===== src/inc/pmrc_pkg.sv =====
// pmrc_pkg: constants, types and register layout for power_mode_reset_control
// assumes a 40 MHz system clock and an 8-bit register port

package pmrc_pkg;

  // ----------------------------------------------------------------
  // timing
  // ----------------------------------------------------------------
  localparam int unsigned CLK_HZ        = 40_000_000;
  localparam int unsigned RST_MIN_NS    = 10_000;
  localparam int unsigned RST_EXTRA_CYC = 36;
  // least time: round up to whole cycles
  localparam int unsigned RST_MIN_CYC   =
    (RST_MIN_NS * (CLK_HZ / 1_000_000) + 999) / 1000 + RST_EXTRA_CYC;
  localparam int unsigned RST_CNT_W     = 9;
  localparam logic [RST_CNT_W-1:0] RST_MIN_CNT = RST_CNT_W'(RST_MIN_CYC);
  localparam int unsigned WAKE_CYC_DEF  = 32768;
  localparam int unsigned WAKE_CNT_W    = 16;

  // ----------------------------------------------------------------
  // register map
  // ----------------------------------------------------------------
  localparam int unsigned ADDR_W  = 3;
  localparam logic [ADDR_W-1:0] ADR_PWR = 3'h0;
  localparam logic [ADDR_W-1:0] ADR_DIV = 3'h1;
  localparam logic [ADDR_W-1:0] ADR_AUX = 3'h2;
  localparam logic [ADDR_W-1:0] ADR_FPC = 3'h3;

  localparam int unsigned DIV_SEL_W    = 3;
  localparam int unsigned DIV_CNT_W    = 7;
  localparam int unsigned AUX_LVI_BIT  = 2;
  localparam int unsigned FPC_EN_BIT   = 7;
  localparam int unsigned FPC_BOOT_BIT = 6;
  localparam int unsigned FPC_SWR_BIT  = 5;
  localparam int unsigned PWR_PD_BIT   = 1;
  localparam int unsigned PWR_IDL_BIT  = 0;

  localparam logic [7:0] PWR_RST = 8'h30;
  localparam logic [7:0] REG_RST = 8'h00;

  typedef struct packed {
    logic serial_rate_double;
    logic reserved_zero_bit;
    logic low_supply_flag;
    logic power_on_flag;
    logic general_flag_1;
    logic general_flag_0;
    logic powerdown_request_bit;
    logic idle_request_bit;
  } pmrc_pwr_t;

  typedef struct packed {
    logic                 flash_prog_enable;
    logic                 soft_boot_select;
  } pmrc_fpc_t;

  typedef enum logic [1:0] {
    ST_RUN  = 2'b00,
    ST_IDLE = 2'b01,
    ST_PDN  = 2'b10,
    ST_WARM = 2'b11
  } pmrc_state_t;

endpackage : pmrc_pkg


===== src/rtl/pmrc_top.sv =====
// pmrc_top: idle / power-down sequencing, idle clock divider, supply and
// power-on flags, reset source merge and boot entrance select.
// assumes clk_sys keeps ticking for this block while osc_stop_q stops the
// oscillator for the rest of the chip; wake and irq inputs are pre-enabled.
//
// Overview of operation
// - idle bit stops core clock, peripheral clocks keep running
// - enabled interrupt during idle clears idle bit, ends idle
// - reset pin high during idle gives internal reset, ends idle
// - idle clock divided by 1..128 per 3-bit code; full rate after
// - power-down bit stops oscillator, keeps register contents
// - power-down left only by any reset source or external irq pins
// - reset pin wake from power-down restarts at address zero
// - irq pin wake withholds core clock 32768 cycles, then resumes
// - idle or power-down switches converter power off
// - supply falling below threshold sets sticky low-supply flag
// - low-supply flag is set by power-up
// - low-supply flag with enable raises interrupt request
// - protect option zero blocks flash access while supply low
// - reset option zero holds device in reset while supply low
// - power-on flag set at power-up, kept until software clears
// - reserved power bit reads zero, writes ignored
// - reset from power-up, pin, watchdog, low supply, software
// - power-up copies nonvolatile boot bit into soft boot bit
// - other resets keep current soft boot bit for entrance
// - reset pin must stay high 10us plus 36 cycles; shorter ignored
// - soft reset bit write triggers device reset
// - soft reset keeps flash enable and soft boot bits
//
// The address-and-strobe port and the register addresses were chosen for this implementation.

module pmrc_top
  import pmrc_pkg::*;
#(
  parameter int unsigned WAKE_CYC = WAKE_CYC_DEF
) (
  input  wire logic              clk_sys,
  input  wire logic              rst_n,
  input  wire logic [ADDR_W-1:0] bus_addr,
  input  wire logic [7:0]        bus_wdata,
  input  wire logic              bus_wr,
  input  wire logic              bus_rd,
  output logic      [7:0]        bus_rdata_q,
  input  wire logic              ext_reset_pin,
  input  wire logic              ext_irq_pin_0,
  input  wire logic              ext_irq_pin_1,
  input  wire logic              irq_pending,
  input  wire logic              wdt_overflow,
  input  wire logic              low_supply_detector,
  input  wire logic              nv_boot_select,
  input  wire logic              low_supply_flash_protect,
  input  wire logic              low_supply_reset_enable,
  output logic                   core_clk_en_q,
  output logic                   periph_clk_en_q,
  output logic                   osc_stop_q,
  output logic                   adc_power_off_q,
  output logic                   dev_reset_q,
  output logic                   boot_isp_q,
  output logic                   flash_block_q,
  output logic                   low_supply_irq_q,
  output logic      [1:0]        wake_src_q
);

  localparam logic [WAKE_CNT_W-1:0] WAKE_MAX = WAKE_CNT_W'(WAKE_CYC - 1);

  // ----------------------------------------------------------------
  // reset release
  // ----------------------------------------------------------------
  logic [1:0] rst_sync_q;
  logic       rst_s_n;

  always_ff @(posedge clk_sys or negedge rst_n) begin
    if (!rst_n) begin
      rst_sync_q <= 2'b00;
    end else begin
      rst_sync_q <= {rst_sync_q[0], 1'b1};
    end
  end
  assign rst_s_n = rst_sync_q[1];

  // ----------------------------------------------------------------
  // reset sources
  // ----------------------------------------------------------------
  logic [RST_CNT_W-1:0] rpin_cnt_q, rpin_cnt_d;
  logic                 lvd_q;
  logic                 soft_reset_trigger_q, soft_reset_trigger_d;
  logic                 pin_rst, lvr, int_rst, lv_fall;
  logic                 wr_pwr, wr_div, wr_aux, wr_fpc;

  assign wr_pwr = bus_wr && (bus_addr == ADR_PWR);
  assign wr_div = bus_wr && (bus_addr == ADR_DIV);
  assign wr_aux = bus_wr && (bus_addr == ADR_AUX);
  assign wr_fpc = bus_wr && (bus_addr == ADR_FPC);

  always_comb begin
    rpin_cnt_d = '0;
    if (ext_reset_pin) begin
      rpin_cnt_d = (rpin_cnt_q == RST_MIN_CNT) ? rpin_cnt_q
                                               : rpin_cnt_q + 1'b1;
    end
    soft_reset_trigger_d = wr_fpc && bus_wdata[FPC_SWR_BIT];
  end

  // short glitches never reach the count, so they cause nothing
  assign pin_rst = ext_reset_pin
                   && (rpin_cnt_q >= RST_MIN_CNT - 1'b1);
  assign lvr     = low_supply_detector
                   && !low_supply_reset_enable;
  assign int_rst = pin_rst || wdt_overflow || lvr || soft_reset_trigger_q;
  assign lv_fall = low_supply_detector && !lvd_q;

  always_ff @(posedge clk_sys or negedge rst_s_n) begin
    if (!rst_s_n) begin
      rpin_cnt_q <= '0;
      lvd_q      <= 1'b0;
      soft_reset_trigger_q    <= 1'b0;
    end else begin
      rpin_cnt_q <= rpin_cnt_d;
      lvd_q      <= low_supply_detector;
      soft_reset_trigger_q    <= soft_reset_trigger_d;
    end
  end

  // ----------------------------------------------------------------
  // registers and mode sequencer
  // ----------------------------------------------------------------
  pmrc_pwr_t             pwr_q, pwr_d;
  logic [DIV_SEL_W-1:0]  div_q, div_d;
  logic                  lvi_en_q, lvi_en_d;
  pmrc_fpc_t             fpc_q, fpc_d;
  logic                  boot_load_q;
  pmrc_state_t           state_q, state_d;
  logic [WAKE_CNT_W-1:0] wake_cnt_q, wake_cnt_d;
  logic [1:0]            wake_src_d;
  logic                  pin_wake;

  assign pin_wake = ext_irq_pin_0 || ext_irq_pin_1;

  always_comb begin
    pwr_d      = pwr_q;
    div_d      = div_q;
    lvi_en_d   = lvi_en_q;
    fpc_d      = fpc_q;
    state_d    = state_q;
    wake_cnt_d = '0;
    wake_src_d = wake_src_q;
    if (wr_pwr && (state_q == ST_RUN)) begin
      pwr_d = pmrc_pwr_t'(bus_wdata);
      pwr_d.reserved_zero_bit = 1'b0;
      if (bus_wdata[PWR_PD_BIT]) begin
        pwr_d.idle_request_bit = 1'b0;
      end
    end
    if (wr_div) begin
      div_d = bus_wdata[DIV_SEL_W-1:0];
    end
    if (wr_aux) begin
      lvi_en_d = bus_wdata[AUX_LVI_BIT];
    end
    if (wr_fpc) begin
      fpc_d.flash_prog_enable = bus_wdata[FPC_EN_BIT];
      fpc_d.soft_boot_select  = bus_wdata[FPC_BOOT_BIT];
    end
    case (state_q)
      ST_RUN: begin
        if (pwr_q.powerdown_request_bit) begin
          state_d    = ST_PDN;
          wake_src_d = 2'b00;
        end else if (pwr_q.idle_request_bit) begin
          state_d = ST_IDLE;
        end
      end
      ST_IDLE: begin
        if (irq_pending) begin
          pwr_d.idle_request_bit = 1'b0;
          state_d = ST_RUN;
        end
      end
      ST_PDN: begin
        if (pin_wake) begin
          pwr_d.powerdown_request_bit = 1'b0;
          wake_src_d = {ext_irq_pin_1, ext_irq_pin_0};
          state_d    = ST_WARM;
        end
      end
      ST_WARM: begin
        // unstable oscillator: core held until the count expires
        if (wake_cnt_q == WAKE_MAX) begin
          state_d = ST_RUN;
        end else begin
          wake_cnt_d = wake_cnt_q + 1'b1;
        end
      end
      default: state_d = ST_RUN;
    endcase
    if (int_rst) begin
      // warm reset: low-supply and power-on flags, flash enable and boot select survive; general flags clear
      pwr_d = pmrc_pwr_t'({2'b00, pwr_q.low_supply_flag,
                           pwr_q.power_on_flag, 4'h0});
      div_d      = '0;
      lvi_en_d   = 1'b0;
      fpc_d      = fpc_q;
      state_d    = ST_RUN;
      wake_cnt_d = '0;
      wake_src_d = 2'b00;
    end
    // after the reset merge: a reset source live at release cannot mask it
    if (boot_load_q) begin
      fpc_d.soft_boot_select = nv_boot_select;
    end
    if (lv_fall) begin
      pwr_d.low_supply_flag = 1'b1;
    end
  end

  always_ff @(posedge clk_sys or negedge rst_s_n) begin
    if (!rst_s_n) begin
      pwr_q       <= pmrc_pwr_t'(PWR_RST);
      div_q       <= '0;
      lvi_en_q    <= 1'b0;
      fpc_q       <= '0;
      boot_load_q <= 1'b1;
      state_q     <= ST_RUN;
      wake_cnt_q  <= '0;
      wake_src_q  <= 2'b00;
    end else begin
      pwr_q       <= pwr_d;
      div_q       <= div_d;
      lvi_en_q    <= lvi_en_d;
      fpc_q       <= fpc_d;
      boot_load_q <= 1'b0;
      state_q     <= state_d;
      wake_cnt_q  <= wake_cnt_d;
      wake_src_q  <= wake_src_d;
    end
  end

  // ----------------------------------------------------------------
  // idle divider and outputs
  // ----------------------------------------------------------------
  logic [DIV_CNT_W-1:0] div_cnt_q, div_cnt_d, div_mask;
  logic                 tick;
  logic [7:0]           rdata_d;

  always_comb begin
    div_mask  = DIV_CNT_W'((8'h01 << div_q) - 8'h01);
    div_cnt_d = (state_d == ST_IDLE) ? div_cnt_q + 1'b1 : '0;
    tick      = ((div_cnt_d & div_mask) == '0);
    rdata_d   = 8'h00;
    if (!bus_rd) begin
      rdata_d = 8'h00;
    end else if (bus_addr == ADR_PWR) begin
      rdata_d = pwr_q;
    end else if (bus_addr == ADR_DIV) begin
      rdata_d = {5'h00, div_q};
    end else if (bus_addr == ADR_AUX) begin
      rdata_d = 8'(lvi_en_q) << AUX_LVI_BIT;
    end else if (bus_addr == ADR_FPC) begin
      rdata_d = {fpc_q, 6'h00};
    end
  end

  always_ff @(posedge clk_sys or negedge rst_s_n) begin
    if (!rst_s_n) begin
      div_cnt_q        <= '0;
      bus_rdata_q      <= 8'h00;
      core_clk_en_q    <= 1'b1;
      periph_clk_en_q  <= 1'b1;
      osc_stop_q       <= 1'b0;
      adc_power_off_q  <= 1'b0;
      dev_reset_q      <= 1'b0;
      boot_isp_q       <= 1'b0;
      flash_block_q    <= 1'b0;
      low_supply_irq_q <= 1'b0;
    end else begin
      div_cnt_q        <= div_cnt_d;
      bus_rdata_q      <= rdata_d;
      core_clk_en_q    <= (state_d == ST_RUN);
      periph_clk_en_q  <= (state_d == ST_RUN)
                          || ((state_d == ST_IDLE) && tick);
      osc_stop_q       <= (state_d == ST_PDN);
      adc_power_off_q  <= (state_d != ST_RUN);
      dev_reset_q      <= int_rst;
      boot_isp_q       <= fpc_d.soft_boot_select;
      flash_block_q    <= low_supply_detector
                          && !low_supply_flash_protect;
      low_supply_irq_q <= pwr_d.low_supply_flag && lvi_en_d;
    end
  end
endmodule : pmrc_top

===== config.mk =====
export PLATFORM = sky130hd
export DESIGN_NAME = pmrc_top
export DESIGN_NICKNAME = d
export VERILOG_FILES = /design/src/inc/pmrc_pkg.sv /design/src/rtl/pmrc_top.sv
export SDC_FILE = /design/constraint.sdc
export NUM_CORES = 1
export LEC_CHECK = 0
export BUFFER_PORTS_ARGS = -buffer_cell sky130_fd_sc_hd__buf_2
export CAP_MARGIN = 20
export CORE_MARGIN = 4
export CORE_UTILIZATION = 35
export DETAILED_ROUTE_END_ITERATION = 12
export PLACE_DENSITY_LB_ADDON = 0.3
export SETUP_SLACK_MARGIN = 0.1
export SLEW_MARGIN = 0
export SYNTH_ARGS = -nofsm -noshare
export SYNTH_HDL_FRONTEND = slang
export SYNTH_SLANG_ARGS = --single-unit

===== constraint.sdc =====
create_clock -name clk_sys -period 2.1 [get_ports clk_sys]
set_input_delay 0.42 -clock clk_sys [delete_from_list [all_inputs] [get_ports clk_sys]]
set_output_delay 0.42 -clock clk_sys [all_outputs]
set_load 0.02 [all_outputs]

==> flow_summary.yaml <==
worst_setup_path:
  crit_fanout: 5
  critPathLaunchType: "register"
  timing.rr.end: "boot_isp_q"
  r2r_start: "rpin_cnt_q[0]"
  crit_chain: "ha_1 -> nor4_2 -> a211o_1 -> buf_4 -> nand3_1 -> mux2_2 -> mux2_2"
  crit_slowest_cell: "dfrtp_1"
  critPathTopFamily: "multiplexers"
  cp_data_required_time_ps: 2340
  endpoint: "boot_isp_q"
  cp_common_cell: "mux2_2"
  r2r_cells: 7
  cp.depth: 7
  crit_buf_inv: 1
  crit_path_start: "rpin_cnt_q[0]"
  cpPeakStageDelay_ps: 410
  worstPathArrival_ps: 2150
  end_kind: "register"
  worst-setup-path-type: "register to register"
  reg2reg_slack_ps: 200
placed_design:
  gp_congestion: 0.787
  numPortBuffers: 41
  dp_cells: 459
  dp_hpwl_um: 4420
  dp_slack_ps: 133
clocking:
  cts.sinks: 69
  clockBufferDepth: 2
  cts_tree: "done"
  clock_latency_ps: 350
  clk_pin_slew_ps: 80
  numCtsBuffers: 9
  htreeDepth: 3
  cts_root_buffer: "clkbuf_8"
route:
  vias_per_cell: 4.86
  routed_wl_um: 6340
  drt-initial-drc-count: 39
  wl_per_cell_um: 13.3
  postRouteAntennaNets: 0
  num_vias: 2322
  drc: 0
  drt_pass1_iterations: 4
timing:
  rsz0062_at_grt: "no"
  post-route-min-period_ps: 1900
  finClkSkew_ps: 11.8
  setup_viol: 0
  post-route-period-util_pct: 90.6
  worstMarginPinSlew_ps: 642
  layout_setup_ws_ps: 198
  max_freq_mhz: 526
  relSlewSlack_pct: 56.6
  drv_slew: 0
  setup-tns-final_ps: 0
  hold_viol_final: 0
yosys:
  synth_ff_type: "dfrtp_1"
  yosys-top-cells-area: "dfrtp_1 (49%), xnor2_1 (4.8%), nor2_1 (4.6%)"
  synth_area_per_cell_um2: 10.5
  netlist_area_um2: 3290
  ys_ff_latch: 69
  synth-async-reset-ratio_pct: 100
  synth_top_cell_area_share_pct: 48.7
  synthCells: 313
  syn_nets: 341
  yosysTopAreaCell: "dfrtp_1"
  synth_edf_count: 0
  synthDistinctLibCells: 49
  ys_seq_area_share_pct: 52.7
  yosys_warnings: 0
die:
  start_util_pct: 35.8
  die_h_um: 105
  die_width_um: 105
  die_area_um2: 11000
  rows: 35
  fp.coreArea_um2: 9200
  ioPinCount: 42
final_layout:
  fin_cells: 478
  synthToLayoutAreaGrowth_pct: 18.3
  final_nets: 390
  drive_gt1_share_pct: 26.4
  n_antenna_cell: 0
min_path:
  worstHoldPathType: "input pin to register"
pwr:
  powerDensity_nw_per_um2: 690
  ir_drop_mv: 0.263
  finalPower_mw: 2.69
  p_leak_nw: 1.73
global_route:
  grt_usage_pct: 12.4
  grt_antenna_before_repair: 0
  grt_pass1_vias: 2264
  grt_pass1_wl_um: 11000
  grt_max_degree: 68
  grt_overflow: 0
run_status:
  status: "completed"
flow_run:
  cap_violations: 0
## cell usage after synthesis, drive strengths merged, types with 6 or more instances
cell type and instances:
nor3 17, o21ai 9, nor2 40, and2 13, buf 8, nand3 17, mux2i 11, xor2 9
clkbuf 6, nand2 15, xnor2 18, nand4 7, dfrtp 64, a21oi 8, inv 12
## through the flow
| step | cell area [µm²] | utilization (%) | hold WS (ps) |
|---|---|---|---|
| final | 3890 | 42.3 | 208 |
| after CTS | 3840 | 41.8 | 191 |
| after floorplan | 3290 | - | 124 |
| after detailed placement | 3620 | 39.4 | 208 |
| after global routing | 3890 | 42.3 | 191 |
| after global placement | 3620 | 39.4 | 207 |
## sequential cells by signal, indices dropped and copies added, names as in the netlist
signal / cells
boot_load_q: 1
wake_cnt_q: 16
low_supply_irq_q: 1
wake_src_q: 2
osc_stop_q: 1
rst_sync_q: 2
rpin_cnt_q: 9
div_cnt_q: 7
periph_clk_en_q: 1
lvi_en_q: 1
pwr_q: 7
state_q: 2
bus_rdata_q: 8
fpc_q: 1
boot_isp_q: 1
flash_block_q: 1
adc_power_off_q: 1
dev_reset_q: 1
core_clk_en_q: 1
lvd_q: 1
div_q: 3
soft_reset_trigger_q: 1
## final cells by class
type                            count  area [µm²]
Timing Repair Buffer               52         307
Multi-Input combinational cell    218        1460
Clock buffer                       10         138
Tap cell                          111         139
Inverter                           12        45.0
Clock inverter                      6        70.1
Fill cell                         889        5300
Sequential cell                    69        1740
## placed cells by master, fill, tap and decap left out, types with 2 or more instances in the layout
cell,count
dfstp_2,5
clkbuf_8,10
a31oi_1,3
nand2b_1,5
buf_4,8
nor2b_1,3
nand2_1,14
nor3b_1,3
and3_1,4
o22ai_1,2
dfrtp_1,61
mux2i_1,11
mux2_2,4
nor2_1,40
clkinvlp_4,3
dfrtp_2,3
buf_2,41
nor3_2,5
inv_6,2
ha_1,3
o21ai_0,9
conb_1,2
a211oi_1,4
and3b_1,2
a211o_1,2
nand3_1,17
nor3_1,11
xnor2_1,18
a21oi_1,8
and2_1,12
xor2_1,9
inv_1,11
nand4_1,6
## logic make-up after synthesis
| group | Yosys count | synth area share, % |
|---|---|---|
| adders and majority gates | 4 | 1.52 |
| AOI/OAI and AO/OA | 36 | 7.38 |
| buffers and inverters | 26 | 4.11 |
| muxes | 15 | 4.71 |
| and+or+nand+nor | 134 | 22.2 |
| xor gates and xnor gates | 27 | 7.19 |
| other | 2 | 0.228 |
| DFF | 69 | 52.7 |
## how the worst min path moves through the flow
stage,start,to,slack [ps],cells past startpoint
finish,low_supply_detector,lvd_q,210,1
global route,low_supply_detector,lvd_q,190,1
CTS,low_supply_detector,lvd_q,190,1
detailed placement,rst_n,rst_sync_q[0],210,1
global placement,rst_n,rst_sync_q[0],210,1
floorplan,rst_n,rst_sync_q[0],120,0
## power breakdown
group	internal (mW)	switching (mW)	total, mW
Sequential	1.37	0.0207	1.39
Combinational	0.0749	0.108	0.183
Clock	0.588	0.530	1.12
Total	2.03	0.659	2.69
## timing repair
| action | in CTS | in global routing |
|---|---|---|
| resized for setup | 0 | 9 |
| setup endpoints to repair | 0 | 25 |
| endpoints found under the hold margin | 2 | 0 |
| buffers inserted | 0 | 2 |
| hold buffers | 1 | 0 |
## routing by layer
| layer | vias to the layer above | track usage (%) | part of all wire, % |
|---|---|---|---|
| li1 | 1164 | - | - |
| met1 | 1106 | 16.7 | 49 |
| met2 | 45 | 18.7 | 45 |
| met3 | 7 | 4.45 | 4.3 |
| met4 | 0 | 3.66 | 1.3 |
| met5 | - | 0 | 0 |
Note: power is estimated with default switching activity, not from simulation.
